## src/hw/rsw_pkg.sv

```systemverilog
// Package for the reset source and watchdog monitor block.
// Assumes a 50 MHz system clock, a Wishbone slave port and byte-wide registers.
package rsw_pkg;

    // ************************************************************
    // Register map (printed offsets are byte addresses here).
    // ************************************************************
    localparam logic [7:0] RSW_ADDR_CLOCK_SYSTEM_OPTION_2 = 8'h38;
    localparam logic [7:0] RSW_ADDR_OPTIONS = 8'h39;
    localparam logic [7:0] RSW_ADDR_CONFIG = 8'h3F;
    localparam logic [7:0] RSW_ADDR_SERVICE = 8'h3A;
    localparam logic [7:0] RSW_ADDR_TEST = 8'h3E;
    localparam logic [7:0] RSW_ADDR_STATUS = 8'h40;

    localparam logic [7:0] RSW_OPTIONS_RST = 8'h10;
    localparam logic [7:0] RSW_CLOCK_SYSTEM_OPTION_2_RST = 8'h00;
    localparam logic [7:0] RSW_CONFIG_RST = 8'h00;

    // Field positions.
    localparam int RSW_BIT_CME = 3;
    localparam int RSW_BIT_CLOCK_MONITOR_FORCE_ENABLE = 2;
    localparam int RSW_BIT_NOWD = 2;
    localparam int RSW_BIT_DISABLE_RESETS_TEST_BIT = 0;

    localparam logic [7:0] RSW_ARM_CODE = 8'h55;
    localparam logic [7:0] RSW_CLEAR_CODE = 8'hAA;

    // ************************************************************
    // Restart vectors.
    // ************************************************************
    localparam logic [15:0] RSW_VEC_EXT_NORMAL = 16'hFFFE;
    localparam logic [15:0] RSW_VEC_EXT_SPECIAL = 16'hBFFE;
    localparam logic [15:0] RSW_VEC_STEP = 16'h0002;

    // ************************************************************
    // Timing.
    // ************************************************************
    localparam int RSW_CLK_HZ = 50000000;
    localparam int RSW_POR_WAIT_CYC = 4064;
    localparam int RSW_PIN_DRIVE_E = 4;
    localparam int RSW_PIN_SAMPLE_E = 2;
    localparam int RSW_PROTECT_E = 64;
    localparam int RSW_VECTOR_CYC = 3;
    localparam int RSW_WD_BASE_LOG2 = 15;
    localparam int RSW_MON_MIN_HZ = 10000;
    localparam int RSW_MON_TIMEOUT_CYC = RSW_CLK_HZ / RSW_MON_MIN_HZ;
    localparam logic [7:0] RSW_E_DIV_DEFAULT = 8'h04;

    typedef enum logic [2:0] {
        RSW_ST_POR = 3'b000,
        RSW_ST_DRIVE = 3'b001,
        RSW_ST_SETTLE = 3'b010,
        RSW_ST_HOLD = 3'b011,
        RSW_ST_VECTOR = 3'b100,
        RSW_ST_RUN = 3'b101
    } rsw_state_t;

    typedef enum logic [1:0] {
        RSW_CAUSE_EXT = 2'b00,
        RSW_CAUSE_MON = 2'b01,
        RSW_CAUSE_WD = 2'b10
    } rsw_cause_t;

    typedef struct packed {
        logic cyc;
        logic stb;
        logic we;
        logic [7:0] adr;
        logic [7:0] dat;
    } rsw_wb_req_t;

endpackage

```

## src/hw/rsw_monitor.sv

```systemverilog
// Reset source, watchdog and clock monitor for a small microcontroller.
// Assumes one 50 MHz clock, a synchronous reset, and a reset pin split into in/out/oe.
`timescale 1ns/10ps

module rsw_monitor
    import rsw_pkg::*;
#(
    parameter int POR_WAIT_CYC = RSW_POR_WAIT_CYC,
    parameter int MON_TIMEOUT_CYC = RSW_MON_TIMEOUT_CYC
) (
    // Clock and reset.
    input wire logic clk_i,
    input wire logic rst_i,
    // Wishbone slave.
    input wire logic wb_cyc_i,
    input wire logic wb_stb_i,
    input wire logic wb_we_i,
    input wire logic [7:0] wb_adr_i,
    input wire logic [0:0] wb_sel_i,
    input wire logic [7:0] wb_dat_i,
    output logic [7:0] wb_dat_o,
    output logic wb_ack_o,
    output logic wb_err_o,
    // Mode and clock monitor input.
    input wire logic special_mode_i,
    input wire logic e_clk_tick_i,
    // Reset pin, open drain.
    input wire logic reset_pin_i,
    output logic reset_pin_o,
    output logic reset_pin_oe_o,
    // Core side.
    output logic cpu_reset_o,
    output logic vector_valid_o,
    output logic [15:0] vector_addr_o
);

    // ************************************************************
    // E clock enable divider.
    // ************************************************************
    logic [7:0] ediv_q;
    wire e_en = (ediv_q == 8'h00);
    always_ff @(posedge clk_i) begin
        if (rst_i || e_en) begin
            ediv_q <= RSW_E_DIV_DEFAULT - 8'h01;
        end else begin
            ediv_q <= ediv_q - 8'h01;
        end
    end

    // ************************************************************
    // Bus decode.
    // ************************************************************
    rsw_wb_req_t req;
    assign req = '{cyc: wb_cyc_i, stb: wb_stb_i, we: wb_we_i, adr: wb_adr_i, dat: wb_dat_i};
    wire bus_go = req.cyc && req.stb && !wb_ack_o && !wb_err_o;
    wire hit_clock_system_option_2 = (req.adr == RSW_ADDR_CLOCK_SYSTEM_OPTION_2);
    wire hit_opt = (req.adr == RSW_ADDR_OPTIONS);
    wire hit_cfg = (req.adr == RSW_ADDR_CONFIG);
    wire hit_svc = (req.adr == RSW_ADDR_SERVICE);
    wire hit_test = (req.adr == RSW_ADDR_TEST);
    wire hit_stat = (req.adr == RSW_ADDR_STATUS);
    wire mapped = hit_clock_system_option_2 || hit_opt || hit_cfg || hit_svc || hit_test || hit_stat;
    wire wr = bus_go && req.we && wb_sel_i[0] && mapped;

    // ************************************************************
    // Registers and state.
    // ************************************************************
    rsw_state_t state_q;
    rsw_cause_t cause_q;
    logic [7:0] opt_q;
    logic [7:0] clock_system_option_2_q;
    logic [7:0] cfg_q;
    logic cfg_written_q;
    logic opt_written_q;
    logic disable_resets_test_bit_q;
    logic [6:0] prot_cnt_q;
    logic [12:0] wait_q;
    logic armed_q;
    logic [21:0] wd_cnt_q;
    logic [15:0] mon_cnt_q;
    logic [1:0] vec_cnt_q;
    logic internal_req;

    wire running = (state_q == RSW_ST_RUN);
    wire prot_open = special_mode_i || (!opt_written_q && prot_cnt_q < 7'(RSW_PROTECT_E));
    wire cfg_open = special_mode_i || !cfg_written_q;
    wire mon_on = opt_q[RSW_BIT_CME] || opt_q[RSW_BIT_CLOCK_MONITOR_FORCE_ENABLE];
    wire wd_on = !cfg_q[RSW_BIT_NOWD] && !disable_resets_test_bit_q;

    function automatic logic [21:0] wd_limit(input logic [1:0] rate);
        wd_limit = 22'(1) << (RSW_WD_BASE_LOG2 + 2 * int'(rate));
    endfunction

    wire wd_expire = running && wd_on && (wd_cnt_q >= wd_limit(opt_q[1:0]) - 22'h1) && e_en;
    wire mon_expire = running && mon_on && (mon_cnt_q >= 16'(MON_TIMEOUT_CYC));
    wire svc_wr = wr && hit_svc && running;
    wire svc_clear = svc_wr && armed_q && (req.dat == RSW_CLEAR_CODE);
    assign internal_req = wd_expire || mon_expire;

    // ************************************************************
    // Register writes.
    // ************************************************************
    always_ff @(posedge clk_i) begin
        if (rst_i || !running) begin
            // Rate resets to 00, monitor enables cleared.
            opt_q <= RSW_OPTIONS_RST;
            clock_system_option_2_q <= RSW_CLOCK_SYSTEM_OPTION_2_RST;
            opt_written_q <= 1'b0;
            disable_resets_test_bit_q <= special_mode_i && !rst_i ? 1'b1 : 1'b0;
            prot_cnt_q <= '0;
        end else begin
            if (e_en && prot_cnt_q < 7'(RSW_PROTECT_E)) begin
                prot_cnt_q <= prot_cnt_q + 7'h01;
            end
            if (wr && hit_opt) begin
                // Enable bit writable at any time; protected bits only in window.
                opt_q[RSW_BIT_CME] <= req.dat[RSW_BIT_CME];
                if (req.dat[RSW_BIT_CLOCK_MONITOR_FORCE_ENABLE]) begin
                    opt_q[RSW_BIT_CLOCK_MONITOR_FORCE_ENABLE] <= 1'b1;
                end
                if (prot_open) begin
                    opt_q[1:0] <= req.dat[1:0];
                    opt_q[7:4] <= req.dat[7:4];
                    opt_written_q <= 1'b1;
                end
            end
            if (wr && hit_clock_system_option_2) begin
                clock_system_option_2_q <= req.dat;
            end
            if (wr && hit_test && !req.dat[RSW_BIT_DISABLE_RESETS_TEST_BIT]) begin
                disable_resets_test_bit_q <= 1'b0;
            end
        end
    end

    // Configuration survives internal resets; only rst_i restores it.
    always_ff @(posedge clk_i) begin
        if (rst_i) begin
            cfg_q <= RSW_CONFIG_RST;
            cfg_written_q <= 1'b0;
        end else if (wr && hit_cfg && cfg_open) begin
            cfg_q <= req.dat;
            cfg_written_q <= 1'b1;
        end
    end

    // ************************************************************
    // Watchdog and service sequence.
    // ************************************************************
    always_ff @(posedge clk_i) begin
        if (rst_i || !running) begin
            wd_cnt_q <= '0;
            armed_q <= 1'b0;
        end else begin
            if (svc_clear) begin
                wd_cnt_q <= '0;
            end else if (e_en && wd_on) begin
                wd_cnt_q <= wd_cnt_q + 22'h1;
            end
            // Arm persists across other accesses until the clear arrives.
            if (svc_wr) begin
                armed_q <= (req.dat == RSW_ARM_CODE) ? 1'b1 : (svc_clear ? 1'b0 : armed_q);
            end
        end
    end

    // The tick stands for an observed E edge; no edge for too long trips the monitor.
    always_ff @(posedge clk_i) begin
        if (rst_i || !running || e_clk_tick_i) begin
            mon_cnt_q <= '0;
        end else if (mon_cnt_q != 16'hFFFF) begin
            mon_cnt_q <= mon_cnt_q + 16'h1;
        end
    end

    // ************************************************************
    // Reset sequencer.
    // ************************************************************
    always_ff @(posedge clk_i) begin
        if (rst_i) begin
            state_q <= RSW_ST_POR;
            cause_q <= RSW_CAUSE_EXT;
            wait_q <= '0;
            vec_cnt_q <= '0;
        end else begin
            case (state_q)
                RSW_ST_POR: begin
                    if (wait_q >= 13'(POR_WAIT_CYC - 1)) begin
                        state_q <= RSW_ST_HOLD;
                        wait_q <= '0;
                    end else begin
                        wait_q <= wait_q + 13'h1;
                    end
                end
                RSW_ST_DRIVE: begin
                    if (e_en) begin
                        if (wait_q >= 13'(RSW_PIN_DRIVE_E - 1)) begin
                            state_q <= RSW_ST_SETTLE;
                            wait_q <= '0;
                        end else begin
                            wait_q <= wait_q + 13'h1;
                        end
                    end
                end
                RSW_ST_SETTLE: begin
                    if (e_en) begin
                        if (wait_q >= 13'(RSW_PIN_SAMPLE_E - 1)) begin
                            // A slow external rise would be read as external.
                            if (!reset_pin_i) begin
                                cause_q <= RSW_CAUSE_EXT;
                            end
                            state_q <= RSW_ST_HOLD;
                            wait_q <= '0;
                        end else begin
                            wait_q <= wait_q + 13'h1;
                        end
                    end
                end
                RSW_ST_HOLD: begin
                    if (reset_pin_i) begin
                        state_q <= RSW_ST_VECTOR;
                        vec_cnt_q <= '0;
                    end
                end
                RSW_ST_VECTOR: begin
                    if (vec_cnt_q >= 2'(RSW_VECTOR_CYC - 1)) begin
                        state_q <= RSW_ST_RUN;
                    end else begin
                        vec_cnt_q <= vec_cnt_q + 2'h1;
                    end
                end
                RSW_ST_RUN: begin
                    if (internal_req || !reset_pin_i) begin
                        state_q <= RSW_ST_DRIVE;
                        wait_q <= '0;
                        cause_q <= mon_expire ? RSW_CAUSE_MON :
                                   (wd_expire ? RSW_CAUSE_WD : RSW_CAUSE_EXT);
                    end
                end
                default: begin
                    state_q <= RSW_ST_POR;
                end
            endcase
        end
    end

    // ************************************************************
    // Outputs.
    // ************************************************************
    wire [15:0] vec_base = special_mode_i ? RSW_VEC_EXT_SPECIAL : RSW_VEC_EXT_NORMAL;
    wire [15:0] vec_sel = vec_base - RSW_VEC_STEP * {14'h0, cause_q};

    always_ff @(posedge clk_i) begin
        if (rst_i) begin
            wb_ack_o <= 1'b0;
            wb_err_o <= 1'b0;
            wb_dat_o <= '0;
            vector_addr_o <= RSW_VEC_EXT_NORMAL;
            reset_pin_oe_o <= 1'b0;
            cpu_reset_o <= 1'b1;
            vector_valid_o <= 1'b0;
        end else begin
            wb_ack_o <= bus_go && mapped;
            wb_err_o <= bus_go && !mapped;
            if (bus_go) begin
                wb_dat_o <= hit_opt ? opt_q : hit_clock_system_option_2 ? clock_system_option_2_q : hit_cfg ? cfg_q :
                            hit_test ? {7'h0, disable_resets_test_bit_q} :
                            hit_stat ? {3'h0, cfg_written_q, opt_written_q, armed_q,
                                        cause_q} : 8'h00;
            end
            vector_addr_o <= vec_sel;
            reset_pin_oe_o <= (state_q == RSW_ST_DRIVE) ||
                              (state_q == RSW_ST_RUN && internal_req);
            cpu_reset_o <= !running && !(state_q == RSW_ST_VECTOR);
            vector_valid_o <= (state_q == RSW_ST_VECTOR);
        end
    end

    assign reset_pin_o = 1'b0;

endmodule

```

## config.mk

```make
export PLATFORM = sky130hd
export DESIGN_NAME = rsw_monitor
export DESIGN_NICKNAME = d
export VERILOG_FILES = /design/src/hw/rsw_pkg.sv /design/src/hw/rsw_monitor.sv
export SDC_FILE = /design/constraint.sdc
export NUM_CORES = 1
export LEC_CHECK = 0
export ABC_CLOCK_PERIOD_IN_PS = 2700
export BUFFER_PORTS_ARGS = -buffer_cell sky130_fd_sc_hd__buf_2
export CAP_MARGIN = 0
export CORE_MARGIN = 2
export CORE_UTILIZATION = 60
export DETAILED_ROUTE_END_ITERATION = 8
export PLACE_DENSITY = 0.8
export SLEW_MARGIN = 0
export SYNTH_ARGS = -nofsm -noshare
export SYNTH_HDL_FRONTEND = slang
export SYNTH_SLANG_ARGS = --single-unit
```

## constraint.sdc

```tcl
create_clock -name clk_i -period 2.7 [get_ports clk_i]
set_clock_uncertainty 0.05 [all_clocks]
set_input_delay 0 -clock clk_i [delete_from_list [all_inputs] [get_ports clk_i]]
set_output_delay 0 -clock clk_i [all_outputs]
set_load 0.01 [all_outputs]
```

==> flow_metrics.py <==
metrics = {
    "synth": {
        "yosys.cell_count.top_type": "dfxtp_1",
        "synth.largest_area_cell": "dfxtp_1",
        "ys.warnings.count": 0,
        "netlist_top_cells_count": "116 x dfxtp_1, 96 x nor2_1, 77 x nand2_1, 44 x a21oi_1, 39 x nand3_1",
        "synth_edf_count": 1,
        "syn-instance-count": 699,
        "synth_flop_cell": "dfxtp_1",
        "synth_seq_cells": 117,
        "netlist-cell-type-count": 70,
        "yosys.area.top_type_share": 0.3893,
        "syn_avg_cell_area_um2": 8.533,
        "asyncSetResetFlopFracSynth": 0,
        "syn-cell-area_um2": 5964,
        "ys_top_cells_by_area": "dfxtp_1 39%, nor2_1 6.0%, nand2_1 4.8%",
        "synth_sequential_area_ratio": 0.3944,
    },
    "setup_path": {
        "worstSetupEndpointType": "flip-flop",
        "crit_slowest_cell": "dlygate4sd3_1",
        "crit_type": "input pin to flip-flop",
        "crit_path_max_fanout": 10,
        "critical-path-max-stage-delay_ns": 0.58,
        "worst-endpoint-arrival_ns": 2.83,
        "cp_cell_sequence": "dlygate4sd3_1 -> buf_2 -> nor2_1 -> nand4_2 -> nor3_4 -> buf_4 -> and3_2 -> mux2i_1 -> nor2_1 -> dlygate4sd3_1",
        "worstSetupStartpointType": "input pin",
        "worst_ep_required_time_ns": 3.06,
    },
    "cts": {
        "clock_latency_at_the_later_pin_of_the_worst_skew_pair_ns": 0.53,
        "numClockSinks": 117,
        "clk_path_buf_depth": 2,
        "cts_buffers": 17,
        "htree_depth": 4,
        "cts_root_buffer": "clkbuf_8",
        "tritoncts_clock_tree": "yes",
        "post_cts.repair.setup_buffers": 0,
        "cts.reportedPaths.clkPinSlew_ns": 0.06,
    },
    "hold_path": {
        "timing.hold.worst.class": "input pin to flip-flop",
    },
    "pwr": {
        "combPwrFrac": 0.051,
        "switch_pwr_uw": 935.4,
        "design_power_total_uw": 4508,
        "power.density_nw_per_um2": 632.0,
        "pwr-share-clk": 0.554,
        "netSwitchingFraction": 0.2075,
        "power.static_leakage_uw": 0.002760,
        "power.share.sequential": 0.396,
        "ir_worst_vdd_v": 0.0005067,
        "cellInternalPower_uw": 3572,
    },
    "timing": {
        "final.period_utilization": 0.9171,
        "setup_total_negative_slack_ns": 0,
        "drv_slew": 0,
        "final-hold-violation-count": 0,
        "worst_pin_slew_ns": 0.9251,
        "min_period_ns": 2.476,
        "grt_setup_unrepaired": "no",
        "max-slew-margin-rel": 0.3818,
        "final-setup-viol-count": 0,
        "max_freq_mhz": 403.9,
    },
    "detailed_routing": {
        "wl_per_cell_um": 15.47,
        "finalWirelength_um": 14160,
        "vias_per_cell": 5.812,
        "dr_total_vias": 5318,
        "remaining_antenna_violation_count": 0,
        "drt_first_pass_iters": 4,
        "route.detailed.drc": 0,
        "drt_first_iter_violations": 250,
    },
    "final_layout": {
        "filler_cell_count": 738,
        "areaGrowthSynthToFinish_pct": 19.59,
        "post_route_cells_drive_above_1_share": 0.1330,
        "n_antenna_cell": 0,
        "num-nets-final": 818,
    },
    "die": {
        "fp.coreArea_um2": 9729,
        "effective_utilization_at_floorplan": 0.6130,
        "core.rowCount": 36,
        "die_height_um": 103.7,
        "die_width_um": 103.7,
        "dieArea_um2": 10750,
        "boundaryPins": 55,
    },
    "global_routing": {
        "grt_start_max_net_pins": 27,
        "first_global_vias": 5309,
        "grt.total_usage": 0.2742,
        "grt_overflow_total": 0,
        "number_of_antenna_violations_at_the_first_check_in_global_routing": 0,
        "wire_length_of_the_first_global_routing_pass_um": 24110,
    },
    "placement": {
        "routabilityCongestion": 0.8654,
        "place_hpwl_um": 9055,
        "buffer_ports.inserted": 40,
    },
    "run": {
        "max-cap-violations": 0,
    },
    "run_status": {
        "status": "finished clean",
    },
}
[registers in the layout, summed over array words and instances (netlist names), 2 cells and up]
register	cells
prot_cnt_q	7
wb_dat_o	8
vector_addr_o	3
state_q	3
mon_cnt_q	16
ediv_q	8
vec_cnt_q	2
wait_q	13
cause_q	2
clock_system_option_2_q	8
cfg_q	8
wd_cnt_q	22
opt_q	8
[layout make-up]
type,instances,area [um^2],area share
Timing Repair Buffer,71,493.0,0.06911
Tap cell,133,166.4,0.02333
Multi-Input combinational cell,540,3383,0.4743
Clock inverter,10,202.7,0.02842
Clock buffer,21,449.2,0.06297
Inverter,23,86.33,0.01210
Sequential cell,117,2352,0.3298
[per-layer routing]
metal,track usage,vias up,share of wire
met5,0,-,0
met4,0.1207,0,0.022
met3,0.07992,30,0.054
met2,0.4669,164,0.50
met1,0.3212,2542,0.42
li1,-,2582,-
[path summary, 6_finish.rpt]
path                               from                     end  slack [ns]  cells after the start
setup / recovery            wb_adr_i[7]   cfg_q[5]$_SDFFE_PP0P_        0.22                     10
hold / removal              wb_adr_i[5]     wb_ack_o$_SDFF_PP0_        0.03                      5
hold reg to reg    ediv_q[0]$_SDFF_PP1_    ediv_q[0]$_SDFF_PP1_        0.35                      1
setup reg to reg  opt_q[1]$_SDFFE_PP0P_  wait_q[4]$_SDFFE_PP0P_        0.24                      8
[worst max-delay path, delay by kind of cell]
kind                   cells  cell delay (ns)
buffers and inverters      4             1.44
and+or+nand+nor            5             1.11
muxes                      1             0.28
[cells by family (layout without fill, tap and decap cells)]
group / count (synthesis) / in the layout / synth area share
multiplexers: 21 / 21 / 0.03545
adder cells (fa/ha/maj): 23 / 23 / 0.04825
flip-flops: 117 / 117 / 0.3944
buffers and inverters: 61 / 125 / 0.05181
XOR/XNOR: 40 / 40 / 0.05874
AND/OR/NAND/NOR: 321 / 321 / 0.2859
other: 2 / 21 / 0.001259
AO/OA/AOI/OAI: 114 / 114 / 0.1242
[repair_timing]
item | 4_1_cts | 5_1_grt
resized for setup | 0 | 2
hold buffers | 24 | 0
hold endpoints to repair | 45 | 0
setup endpoints to repair | 0 | 9
[metrics by stage]
step | worst slack (ns) | hold slack (ns) | std cells | instance area (um^2) | utilization
after floorplan | 0.5034 | 0.04042 | 718 | 6036 | -
after detailed placement | 0.1417 | 0.2441 | 860 | 6232 | 0.6406
after global placement | 0.3096 | 0.2381 | 860 | 6232 | 0.6406
after CTS | 0.08054 | 0.001847 | 915 | 7124 | 0.7323
after global routing | 0.07556 | 0.04735 | 915 | 7133 | 0.7332
final | 0.2240 | 0.02849 | 915 | 7133 | 0.7332
[power by group through the flow]
| stage | logic [uW] | clock network, uW | registers [uW] |
|---|---|---|---|
| after floorplan | 143 | 0 | 1820 |
| after global placement | 192 | 0 | 1820 |
| after detailed placement | 197 | 0 | 1820 |
| after CTS | 225 | 2510 | 1780 |
| after global routing | 254 | 2600 | 1790 |
| final | 229 | 2500 | 1780 |
[cells in the final DEF, fill, tap and decap left out, types with 20 or more instances in the layout]
cell type,n
nand2_1,77
nor3_1,25
nand3_1,39
dlygate4sd3_1,24
inv_1,22
a21oi_1,44
dfxtp_1,116
conb_1,21
xor2_1,28
nor2_1,96
mux2i_1,20
ha_1,23
o21ai_0,20
buf_2,40
No activity file was read; power rests on OpenSTA's default activity.
